[src/rtl/swd_defines.svh]
`ifndef SWD_DEFINES_SVH
`define SWD_DEFINES_SVH
`define SWD_AW       8
`define SWD_CTRL_OFF 8'h00
`define SWD_STAT_OFF 8'h04
`define SWD_EN_BIT   0
`define SWD_ACK_CYC  8'h10
`define SWD_LACK_CYC 8'h20
`define SWD_SYNC_CYC 8'h80
`define SWD_RDLY_CYC 8'h10
`define SWD_CNT_MAX  8'hFF
`define SWD_RESP_OK  2'h0
`define SWD_RESP_ERR 2'h2
`endif

[src/rtl/swd_pkg.sv]
`default_nettype none
package swd_pkg;
    typedef enum logic [2:0] {
        SWD_K_ACKEN = 3'h0,
        SWD_K_BKGND = 3'h1,
        SWD_K_GO    = 3'h2,
        SWD_K_NONI  = 3'h3,
        SWD_K_INTR  = 3'h4
    } swd_kind_t;
    typedef struct packed {
        logic      valid;
        swd_kind_t kind;
    } swd_cmd_t;
    typedef struct packed {
        logic insn_done;
        logic in_wait;
        logic in_stop;
    } swd_cpu_t;
    typedef struct packed {
        logic pend;
        logic ack_en;
        logic wait_f;
        logic no_resp;
        logic act;
    } swd_stat_t;
    typedef enum logic [6:0] {
        SWD_S_IDLE = 7'h01,
        SWD_S_EXEC = 7'h02,
        SWD_S_ACKL = 7'h04,
        SWD_S_ACKH = 7'h08,
        SWD_S_SYNW = 7'h10,
        SWD_S_SYNL = 7'h20,
        SWD_S_SYNH = 7'h40
    } swd_state_t;
endpackage
`default_nettype wire

[src/rtl/swd_handshake.sv]
// Notes on behaviour
// RQ1 - Acknowledge enable handled here, core untouched
// RQ2 - Acknowledge enable always answers with pulse
// RQ3 - Later handshake commands acknowledged after execution
// RQ4 - Halt enters debug after current instruction
// RQ5 - Halt ignored while debug disabled
// RQ6 - Host waits 16 clocks after halt
// RQ7 - Host sets debug enable before halt
// RQ8 - Halt in wait or stop stays pending
// RQ9 - Pending low power: no-response, wait set
// RQ10 - Non-halting commands still run in wait
// RQ11 - First acknowledge after low power long; code does so only if debug was enabled when low power began
// RQ12 - Host abort: 128 low, one high
// RQ13 - Long low cancels command and acknowledge
// RQ14 - Host waits for resync to finish
// RQ15 - Host abort pulse slightly over 128
// RQ16 - Acknowledge and abort collision not prevented
// RQ17 - Reset clears acknowledge enable
// RQ18 - Pin driven high only for speedup
`include "swd_defines.svh"
`timescale 1ns/1ps
`default_nettype none
module swd_handshake
    import swd_pkg::*;
(
    // Clock and reset
    input  wire logic              aclk,
    input  wire logic              aresetn,
    // Register bus write
    input  wire logic [`SWD_AW-1:0] s_axi_awaddr,
    input  wire logic              s_axi_awvalid,
    output logic                   s_axi_awready,
    input  wire logic [31:0]       s_axi_wdata,
    input  wire logic [3:0]        s_axi_wstrb,
    input  wire logic              s_axi_wvalid,
    output logic                   s_axi_wready,
    output logic [1:0]             s_axi_bresp,
    output logic                   s_axi_bvalid,
    input  wire logic              s_axi_bready,
    // Register bus read
    input  wire logic [`SWD_AW-1:0] s_axi_araddr,
    input  wire logic              s_axi_arvalid,
    output logic                   s_axi_arready,
    output logic [31:0]            s_axi_rdata,
    output logic [1:0]             s_axi_rresp,
    output logic                   s_axi_rvalid,
    input  wire logic              s_axi_rready,
    // Debug pin
    input  wire logic              debug_pin_i,
    output logic                   debug_pin_o,
    output logic                   debug_pin_oe,
    // Decoded commands
    input  wire swd_cmd_t          cmd_i,
    input  wire logic              exec_done_i,
    output logic                   exec_start_o,
    output logic                   exec_abort_o,
    // Processor side
    input  wire swd_cpu_t          cpu_i,
    output logic                   halt_req_o,
    output logic                   debug_active_o
);
    function automatic logic hit(
        input logic [`SWD_AW-1:0] a,
        input logic [`SWD_AW-1:0] off
    );
        hit = (a[`SWD_AW-1:2] == off[`SWD_AW-1:2]);
    endfunction

    function automatic logic [7:0] ld(input logic [7:0] n);
        ld = n - 8'h01;
    endfunction

    // ****************************************
    // Register bus slave
    // ****************************************
    logic        awready_q;
    logic        wready_q;
    logic        bvalid_q;
    logic [1:0]  bresp_q;
    logic        arready_q;
    logic        rvalid_q;
    logic [1:0]  rresp_q;
    logic [31:0] rdata_q;
    logic        en_q;
    swd_stat_t   stat_q;

    wire aw_go   = s_axi_awvalid & s_axi_wvalid & ~awready_q & ~bvalid_q;
    wire ar_go   = s_axi_arvalid & ~arready_q & ~rvalid_q;
    wire w_ctrl  = hit(s_axi_awaddr, `SWD_CTRL_OFF);
    wire w_ok    = w_ctrl | hit(s_axi_awaddr, `SWD_STAT_OFF);
    wire r_ctrl  = hit(s_axi_araddr, `SWD_CTRL_OFF);
    wire r_stat  = hit(s_axi_araddr, `SWD_STAT_OFF);
    wire en_wr   = awready_q & w_ctrl & s_axi_wstrb[0];
    wire [31:0] rd_word = r_ctrl ? {31'h0, en_q} :
                          r_stat ? {27'h0, stat_q} : 32'h0;

    // Address and data are taken together, one cycle after both are offered
    always_ff @(posedge aclk) begin
        if (!aresetn) begin
            awready_q <= 1'b0;
            wready_q  <= 1'b0;
            bvalid_q  <= 1'b0;
            bresp_q   <= `SWD_RESP_OK;
            en_q      <= 1'b0;
        end else begin
            awready_q <= aw_go;
            wready_q  <= aw_go;
            if (awready_q) begin
                bvalid_q <= 1'b1;
                bresp_q  <= w_ok ? `SWD_RESP_OK : `SWD_RESP_ERR;
            end else if (s_axi_bready) begin
                bvalid_q <= 1'b0;
            end
            if (en_wr) begin
                en_q <= s_axi_wdata[`SWD_EN_BIT];
            end
        end
    end

    always_ff @(posedge aclk) begin
        if (!aresetn) begin
            arready_q <= 1'b0;
            rvalid_q  <= 1'b0;
            rresp_q   <= `SWD_RESP_OK;
            rdata_q   <= 32'h0;
        end else begin
            arready_q <= ar_go;
            if (arready_q) begin
                rvalid_q <= 1'b1;
                rdata_q  <= rd_word;
                rresp_q  <= (r_ctrl | r_stat) ? `SWD_RESP_OK : `SWD_RESP_ERR;
            end else if (s_axi_rready) begin
                rvalid_q <= 1'b0;
            end
        end
    end

    assign s_axi_awready = awready_q;
    assign s_axi_wready  = wready_q;
    assign s_axi_bvalid  = bvalid_q;
    assign s_axi_bresp   = bresp_q;
    assign s_axi_arready = arready_q;
    assign s_axi_rvalid  = rvalid_q;
    assign s_axi_rresp   = rresp_q;
    assign s_axi_rdata   = rdata_q;

    // ****************************************
    // Pin sampling and abort detection
    // ****************************************
    logic       pin_s1_q;
    logic       pin_s2_q;
    logic       pin_o_q;
    logic       pin_oe_q;
    logic [7:0] lowcnt_q;

    // Own drive is masked, so an abort that overlaps our pulse goes unseen
    wire       pin_low  = ~pin_s2_q & ~pin_oe_q;
    wire       low_sat  = (lowcnt_q == `SWD_CNT_MAX);
    wire [7:0] lowcnt_d = !pin_low ? 8'h00 :
                          low_sat  ? lowcnt_q : 8'(lowcnt_q + 8'h01);
    wire       sync_det = pin_s2_q & ~pin_oe_q
                        & (lowcnt_q >= `SWD_SYNC_CYC); // see RQ13 see RQ16

    always_ff @(posedge aclk) begin
        if (!aresetn) begin
            pin_s1_q <= 1'b1;
            pin_s2_q <= 1'b1;
            lowcnt_q <= 8'h00;
        end else begin
            pin_s1_q <= debug_pin_i;
            pin_s2_q <= pin_s1_q;
            lowcnt_q <= lowcnt_d;
        end
    end

    // ****************************************
    // Command handshake state machine
    // ****************************************
    swd_state_t st_q;
    swd_state_t st_d;
    logic [7:0] cnt_q;
    logic [7:0] cnt_d;
    logic       ack_en_q;
    logic       pend_q;
    logic       act_q;
    logic       lp_q;
    logic       lp_seen_q;
    logic       exec_q;
    logic       abort_q;
    logic       ackon;
    logic       pend_set;
    logic       act_clr;
    logic       ex_d;
    logic       ack_go;

    wire lp      = cpu_i.in_wait | cpu_i.in_stop;
    wire enter   = pend_q & cpu_i.insn_done & ~lp; // see RQ4 see RQ8
    wire lp_rise = lp & ~lp_q & en_q;
    wire abort_d = sync_det & (st_q == SWD_S_EXEC);

    always_comb begin
        st_d     = st_q;
        cnt_d    = (cnt_q != 8'h00) ? ld(cnt_q) : cnt_q;
        ackon    = 1'b0;
        pend_set = 1'b0;
        act_clr  = 1'b0;
        ex_d     = 1'b0;
        ack_go   = 1'b0;
        case (st_q)
            SWD_S_IDLE: begin
                if (sync_det) begin
                    st_d  = SWD_S_SYNW;
                    cnt_d = ld(`SWD_RDLY_CYC);
                end else if (cmd_i.valid) begin
                    case (cmd_i.kind)
                        SWD_K_ACKEN: begin
                            ackon  = 1'b1; // see RQ1
                            ack_go = 1'b1; // see RQ2
                        end
                        SWD_K_BKGND: begin
                            pend_set = en_q; // see RQ5
                            ack_go   = en_q & ack_en_q;
                        end
                        SWD_K_GO: begin
                            act_clr = act_q;
                            ack_go  = act_q & ack_en_q;
                        end
                        SWD_K_NONI: begin
                            st_d = SWD_S_EXEC; // see RQ10
                            ex_d = 1'b1;
                        end
                        SWD_K_INTR: begin
                            if (act_q) begin
                                st_d = SWD_S_EXEC;
                                ex_d = 1'b1;
                            end
                        end
                        default: begin
                            st_d = SWD_S_IDLE;
                        end
                    endcase
                end
            end
            SWD_S_EXEC: begin
                if (sync_det) begin
                    st_d  = SWD_S_SYNW; // see RQ13
                    cnt_d = ld(`SWD_RDLY_CYC);
                end else if (exec_done_i) begin
                    st_d   = SWD_S_IDLE;
                    ack_go = ack_en_q; // see RQ3
                end
            end
            SWD_S_ACKL: begin
                if (cnt_q == 8'h00) begin
                    st_d = SWD_S_ACKH;
                end
            end
            SWD_S_SYNW: begin
                if (cnt_q == 8'h00) begin
                    st_d  = SWD_S_SYNL;
                    cnt_d = ld(`SWD_SYNC_CYC);
                end
            end
            SWD_S_SYNL: begin
                if (cnt_q == 8'h00) begin
                    st_d = SWD_S_SYNH;
                end
            end
            SWD_S_ACKH,
            SWD_S_SYNH: begin
                st_d = SWD_S_IDLE;
            end
            default: begin
                st_d = SWD_S_IDLE;
            end
        endcase
        if (ack_go) begin
            st_d  = SWD_S_ACKL;
            cnt_d = lp_seen_q ? ld(`SWD_LACK_CYC)
                              : ld(`SWD_ACK_CYC); // see RQ11
        end
    end

    // Speedup is a single driven-high cycle; otherwise low or released
    wire oe_d = (st_d == SWD_S_ACKL) | (st_d == SWD_S_ACKH)
              | (st_d == SWD_S_SYNL) | (st_d == SWD_S_SYNH);
    wire po_d = (st_d == SWD_S_ACKH) | (st_d == SWD_S_SYNH); // see RQ18

    always_ff @(posedge aclk) begin
        if (!aresetn) begin
            st_q     <= SWD_S_IDLE;
            cnt_q    <= 8'h00;
            pin_o_q  <= 1'b0;
            pin_oe_q <= 1'b0;
            exec_q   <= 1'b0;
            abort_q  <= 1'b0;
        end else begin
            st_q     <= st_d;
            cnt_q    <= cnt_d;
            pin_o_q  <= po_d;
            pin_oe_q <= oe_d;
            exec_q   <= ex_d;
            abort_q  <= abort_d;
        end
    end

    // ****************************************
    // Halt request, flags and status
    // ****************************************
    // Set wins over clear on every sticky flag
    always_ff @(posedge aclk) begin
        if (!aresetn) begin
            ack_en_q  <= 1'b0; // see RQ17
            pend_q    <= 1'b0;
            act_q     <= 1'b0;
            lp_q      <= 1'b0;
            lp_seen_q <= 1'b0;
            stat_q    <= '0;
        end else begin
            ack_en_q  <= ack_en_q | ackon;
            pend_q    <= (pend_q & ~enter) | pend_set;
            act_q     <= (act_q & ~act_clr) | enter;
            lp_q      <= lp;
            lp_seen_q <= (lp_seen_q & ~ack_go) | lp_rise; // see RQ11
            stat_q.pend    <= pend_q;
            stat_q.ack_en  <= ack_en_q;
            stat_q.wait_f  <= lp;
            stat_q.no_resp <= pend_q & lp; // see RQ9
            stat_q.act     <= act_q;
        end
    end

    assign debug_pin_o    = pin_o_q;
    assign debug_pin_oe   = pin_oe_q;
    assign exec_start_o   = exec_q;
    assign exec_abort_o   = abort_q;
    assign halt_req_o     = pend_q;
    assign debug_active_o = act_q;

    wire idle_cmd = (st_q == SWD_S_IDLE) & cmd_i.valid & ~sync_det;
endmodule
`default_nettype wire

[config.mk]
export PLATFORM = sky130hd
export DESIGN_NAME = swd_handshake
export DESIGN_NICKNAME = d
export VERILOG_FILES = /design/src/rtl/swd_pkg.sv /design/src/rtl/swd_handshake.sv
export VERILOG_INCLUDE_DIRS = /design/src /design/src/rtl
export SDC_FILE = /design/constraint.sdc
export NUM_CORES = 1
export LEC_CHECK = 0
export ABC_AREA = 0
export BUFFER_PORTS_ARGS = -buffer_cell sky130_fd_sc_hd__buf_4
export CAP_MARGIN = 5
export CORE_ASPECT_RATIO = 0.75
export CORE_MARGIN = 4
export CORE_UTILIZATION = 25
export DETAILED_ROUTE_END_ITERATION = 7
export SYNTH_ARGS = -nofsm -noshare
export SYNTH_HDL_FRONTEND = slang
export SYNTH_SLANG_ARGS = --single-unit
[constraint.sdc]
create_clock -name aclk -period 2.5 [get_ports aclk]
set_input_delay 0.25 -clock aclk [delete_from_list [all_inputs] [get_ports aclk]]
set_output_delay 0.25 -clock aclk [all_outputs]
set_load 0.01 [all_outputs]
; Word-level counts from Yosys, hierarchy flattened
; Cells that the tools add are included.
[word_totals]
reg_bits = 79
input_bits = 68
out_inout_bits = 47
[op_classes]
n_addsub = 2
order_cmp = 1
n_eq_ne = 16
mux = 45
n_bitwise = 46
reduce_logical = 11
[op_table]
columns = op, n
row1 = two-way mux 7 bit, 9
row2 = one-hot mux 7 bit (5 select lines), 1
row3 = two-way mux 8 bit, 4
row4 = bitwise AND 1 bit, 21
row5 = two-way mux 1 bit, 21
row6 = one-hot mux 7 bit (3 select lines), 1
row7 = one-hot mux 8 bit (2 select lines), 1
row8 = two-way mux 5 bit, 3
row9 = "== test 7 x 3 -> 1 bit, second input constant", 2
row10 = "== test 7 x 6 -> 1 bit, second input constant", 2
row11 = inverter 1 bit, 14
row12 = "== test 6 x 1 -> 1 bit, second input constant", 2
row13 = zero test 6 bit, 2
row14 = bitwise OR 1 bit, 11
row15 = "adder 8 x 1 -> 8 bit, second input constant", 1
row16 = "== test 8 bit, second input constant", 1
row17 = ">= comparator 8 bit, second input constant", 1
row18 = zero test 8 bit, 1
row19 = nonzero test 8 bit, 1
row20 = "subtractor 8 x 1 -> 8 bit, second input constant", 1
row21 = "== test 7 x 1 -> 1 bit, second input constant", 1
row22 = "== test 7 x 2 -> 1 bit, second input constant", 1
row23 = "== test 7 x 4 -> 1 bit, second input constant", 1
row24 = "== test 7 x 5 -> 1 bit, second input constant", 1
row25 = 13 further kinds, 17

; Logic depth before layout (Yosys ltp)
[logic_depth]
ltp_word = 11
depth_mapped = 9

; Worst setup path before layout
; OpenSTA, ideal clock, no wires.
[synth_timing]
path_kind = reg2reg
from = register cnt_q[3]
to = register cnt_q[0]
setup_ns = 0.120
arrival_time_ns = 1.598
required_time_ns = 2.380
path_slack_ns = 0.782
path_stages_with_launch = 9
path_buffers = 0
period_less_slack_ns = 1.718
cell_sequence = dfxtp_1 -> nor3_1 -> nand3b_1 -> nor3_2 -> inv_2 -> ha_1 -> nand2_1 -> o21ai_0 -> o31a_1
[synth_between]
elab_chain_len = 5
[synth_lines]
columns = element, line_no
row1 = "start, declared", swd_handshake.sv:181  ; logic [7:0] cnt_q;
row2 = "start signal, assigned", swd_handshake.sv:299  ; cnt_q <= cnt_d;
row3 = nonzero test 8 bit, swd_handshake.sv:203  ; cnt_d = (cnt_q != 8'h00) ? ld(cnt_q) : cnt_q;
row4 = two-way mux 8 bit, swd_handshake.sv:203
row5 = "two-way mux 8 bit, on equally long branches", "swd_handshake.sv:259, swd_handshake.sv:211, swd_handshake.sv:245"
row6 = one-hot mux 8 bit (2 select lines) (*), swd_handshake.sv:209  ; case (st_q)
row7 = two-way mux 8 bit (*), swd_handshake.sv:277  ; if (ack_go) begin
; Every way passes the cells marked *; elsewhere a longest branch is shown, timed or not.
; A chain may end at the register's enable or synchronous reset.

; Worst setup path after layout
[layout_timing]
from = register st_q[0]
to = register cnt_q[4]
[layout_between]
elab_chain_len = 4
[layout_lines]
columns = element, line_no
row1 = "start, declared", swd_handshake.sv:179  ; swd_state_t st_q;
row2 = "start signal, assigned", swd_handshake.sv:298  ; st_q <= st_d;
row3 = == test 7 x 2 -> 1 bit / == test 7 x 1 -> 1 bit (equally long branches), swd_handshake.sv:209
row4 = OR reduction 2 bit (no line), n/a
row5 = one-hot mux 8 bit (2 select lines), swd_handshake.sv:209
row6 = two-way mux 8 bit (*), swd_handshake.sv:277
; Marked as above.

==> summary.txt <==
Critical path
  – Worst path max stage delay: 0.52 ns
  – FF-to-FF Start: st_q[0]
  – WS Path Type: reg2reg
  – Required time at the worst-slack endpoint: 2.72 ns
  – CP Launch Type: register
  – Ordered list of cells on the worst path: and4bb_1 -> inv_1 -> or3_4 -> a31oi_4 -> mux2i_1
  – Path depth of the worst reg2reg path: 5
  – Critical Path End Type: register
  – Max FO, Critical Path: 12
  – R2R Path End: cnt_q[4]
  – Critical Path AT: 2.14 ns
  – Master of the slowest instance on the critical path: sky130_fd_sc_hd__dfxtp_1
  – Worst-case register-to-register setup slack: 0.58 ns

Clock tree
  – Post-CTS setup repair buffer count: 0
  – Reg clk slew, reported paths: 0.07 ns
  – Number of buffers created by CTS: 5
  – Post-CTS sizing: 0
  – Buffer depth of the longest clock path: 2
  – CTS tree: done
  – Quantity of hold-fixing buffers added after cts: 0
  – CTS H-tree lvls: 2
  – Clock latency reported for the late side of the worst-skew pair: 0.29 ns
  – Root Buffer Master: sky130_fd_sc_hd__clkbuf_16
  – TritonCTS sink count: 50

Min path
  – HP Start: debug_pin_i
  – Hold Path End: pin_s1_q
  – Hold depth: 2
  – Type of the worst min-delay path: in2reg

Synthesis
  – Warning count from the yosys run: 0
  – Average instance area after synthesis: 9.19 um2
  – Unique masters post-synth: 52
  – Count leader, synth: sky130_fd_sc_hd__dfxtp_1
  – Post-synth top cells: sky130_fd_sc_hd__dfxtp_1, sky130_fd_sc_hd__buf_4, sky130_fd_sc_hd__nor2_1, sky130_fd_sc_hd__nor2b_1, sky130_fd_sc_hd__nand2_1
  – Largest cells by area after synthesis: sky130_fd_sc_hd__dfxtp_1, sky130_fd_sc_hd__buf_4, sky130_fd_sc_hd__nor2b_1
  – Portion of the post-synthesis area used by sequential elements: 40.2%
  – Fraction of post-synthesis cell area in the top cell type by area: 40.2%
  – Yosys top cell by area: sky130_fd_sc_hd__dfxtp_1
  – Number of flops mapped to enable cells by yosys: 0
  – Number of synthesized register bits: 50
  – Asr flop ratio synth: 0%
  – Cells after Synth: 271
  – Post-Syn Area: 2490 um2
  – Most used flip-flop cell after synthesis: sky130_fd_sc_hd__dfxtp_1

Place
  – Final weighted congestion in routability-driven placement: 0.770
  – Setup WS pre-CTS: 0.575 ns
  – Detail Placement HPWL: 3.71 mm
  – Count of input and output buffers: 47
  – Placed instance area: 2830 um2

Die
  – DIE AREA: 11600 um2
  – Starting density of the core: 25.7%
  – Vertical die dimension: 94.4 um
  – Number of top-level pins: 115
  – Die boundary width: 123 um
  – Floorplan core area: 9700 um2
  – Site row count: 31

Route
  – Post-DRT Antenna Nets: 0
  – Average wire length per cell after detail routing: 11.0 um
  – Detailed router's first-iteration violation count: 97
  – Router iterations before antenna repair: 4
  – Total wirelength of the detailed-routed design: 4.92 mm
  – Post-route DRC violation count: 0
  – Detail-routed via count per cell: 4.22
  – Total number of vias: 1880

GRT
  – Antenna violations before repair: 0
  – All-Layer GR Usage: 8.29%
  – Global-route wire length before repair: 7.79 mm
  – Largest net degree at the start of global routing: 33
  – Total gr overflow: 0
  – Via count of the first global-routing pass: 1727

STA
  – Post-route fraction of the period consumed by the critical path: 76.9%
  – Final-report setup violation count: 0
  – Setup repair after global routing missed its margin: false
  – Maximum clock frequency: 520 MHz
  – Final count of pins violating max slew: 0
  – Slack of the critical path: 0.578 ns
  – Slew at the pin with the worst max-slew slack: 0.647 ns
  – Slew headroom: 56.5%
  – Worst clock skew on the final layout: 0.00637 ns
  – Setup TNS Final: 0 ns
  – Final critical delay including setup and external delays: 1.92 ns
  – Final-report hold violation count: 0

Pwr
  – Power Density: 731 nW/um2
  – Clock network fraction of total power: 35.3%
  – Tot Pwr: 2200 uW
  – Cell internal power dissipation: 1580 uW
  – Logic pwr share: 22.8%
  – Switching power share of the total: 28.1%
  – Leak pwr: 0.00123 uW
  – Maximum VDD drop: 314 uV
  – Switching power of the nets: 618 uW
  – Share of total power in sequential cells: 41.9%

Finish
  – Final design utilization: 31.0%
  – Fillcell total: 1042
  – Area added between synthesis and finish: 20.8%
  – Total inserted antenna cells: 0
  – Final standard cell area without fillers: 3010 um2
  – Layout Nets: 385
  – Share of final-layout standard cells stronger than drive strength 1: 20.4%

Run
  – Max-Cap Viols: 0

Run status
  – Result of the run: completed
[area by class of cell]
type                            count  area (um2)  share of cell area [%]
Clock buffer                        5         125                    4.16
Clock inverter                      3        47.5                    1.58
Inverter                            7        26.3                   0.874
Multi-Input combinational cell    202        1290                    42.9
Sequential cell                    50        1000                    33.3
Tap cell                          132         165                    5.49
Timing Repair Buffer               47         353                    11.7
[metrics by stage]
step / hold WS (ns) / instances
CTS: 0.147 / 446
floorplan: 0.351 / 299
finish: 0.146 / 446
detailed placement: 0.393 / 438
global placement: 0.392 / 438
global route: 0.157 / 446
[critical path, delay by kind of cell (launching register included)]
family,cells,cell delay (ns)
and+or+nand+nor,2,0.64
DFF,1,0.52
AOI/OAI and AO/OA,1,0.40
muxes,1,0.23
buffers and inverters,1,0.06
[power by group through the flow]
| stage | Combinational [uW] | Sequential, uW | Clock, uW |
|---|---|---|---|
| final | 501 | 921 | 776 |
| after global routing | 573 | 933 | 832 |
| after CTS | 504 | 922 | 799 |
| after detailed placement | 494 | 939 | 0 |
| after global placement | 487 | 936 | 0 |
| after floorplan | 426 | 924 | 0 |
[layout by cell type, fill, tap and decap left out, drive strengths merged, types with 4 or more instances in the layout]
master	n
dfxtp	50
buf	47
conb	29
nor2	22
nor2b	16
nand2	11
nor3	10
inv	8
o21ai	8
a21oi	7
nand3	6
xnor2	6
nand2b	6
mux2i	6
o31a	6
nand3b	5
nor4	5
o21a	5
xor2	5
nor3b	5
clkbuf	5
and3	4
a22o	4
and2	4
ha	4
[kinds of logic (layout without fill, tap and decap cells)]
kind of cell               count (synthesis)  count (layout)  share of synthesized area [%]
muxes                                      8               8                           3.32
adders and majority gates                  4               4                           2.01
and+or+nand+nor                          110             110                           26.2
xor gates and xnor gates                  11              11                           3.87
other                                      1              29                          0.151
AOI/OAI and AO/OA                         40              40                           12.0
DFF                                       50              50                           40.2
buffers and inverters                     47              62                           12.3
[worst max path at each step]
stage | startpoint | to | slack (ns)
after global routing | cnt_q[3] | cnt_q[0] | 0.32
after detailed placement | st_q[0] | cnt_q[4] | 0.57
final | st_q[0] | cnt_q[4] | 0.58
after global placement | cnt_q[2] | cnt_q[0] | 0.60
after CTS | st_q[0] | cnt_q[4] | 0.54
after floorplan | cnt_q[3] | cnt_q[0] | 0.78
[per-layer routing]
metal  vias to the layer above  global-route usage (%)  part of all wire, %
met4                         0                    2.12                 0.59
met2                        30                    13.7                   49
met5                         -                       0                    0
met1                       884                    10.5                   46
li1                        962                       -                    -
met3                         4                    2.57                  4.4
[state kept, by name (all words and copies together) (netlist names), 4 cells and up]
register	flops
cnt_q	8
lowcnt_q	8
st_q	7
s_axi_rdata	5
stat_q	4
Note: power is estimated with default switching activity, not from simulation.
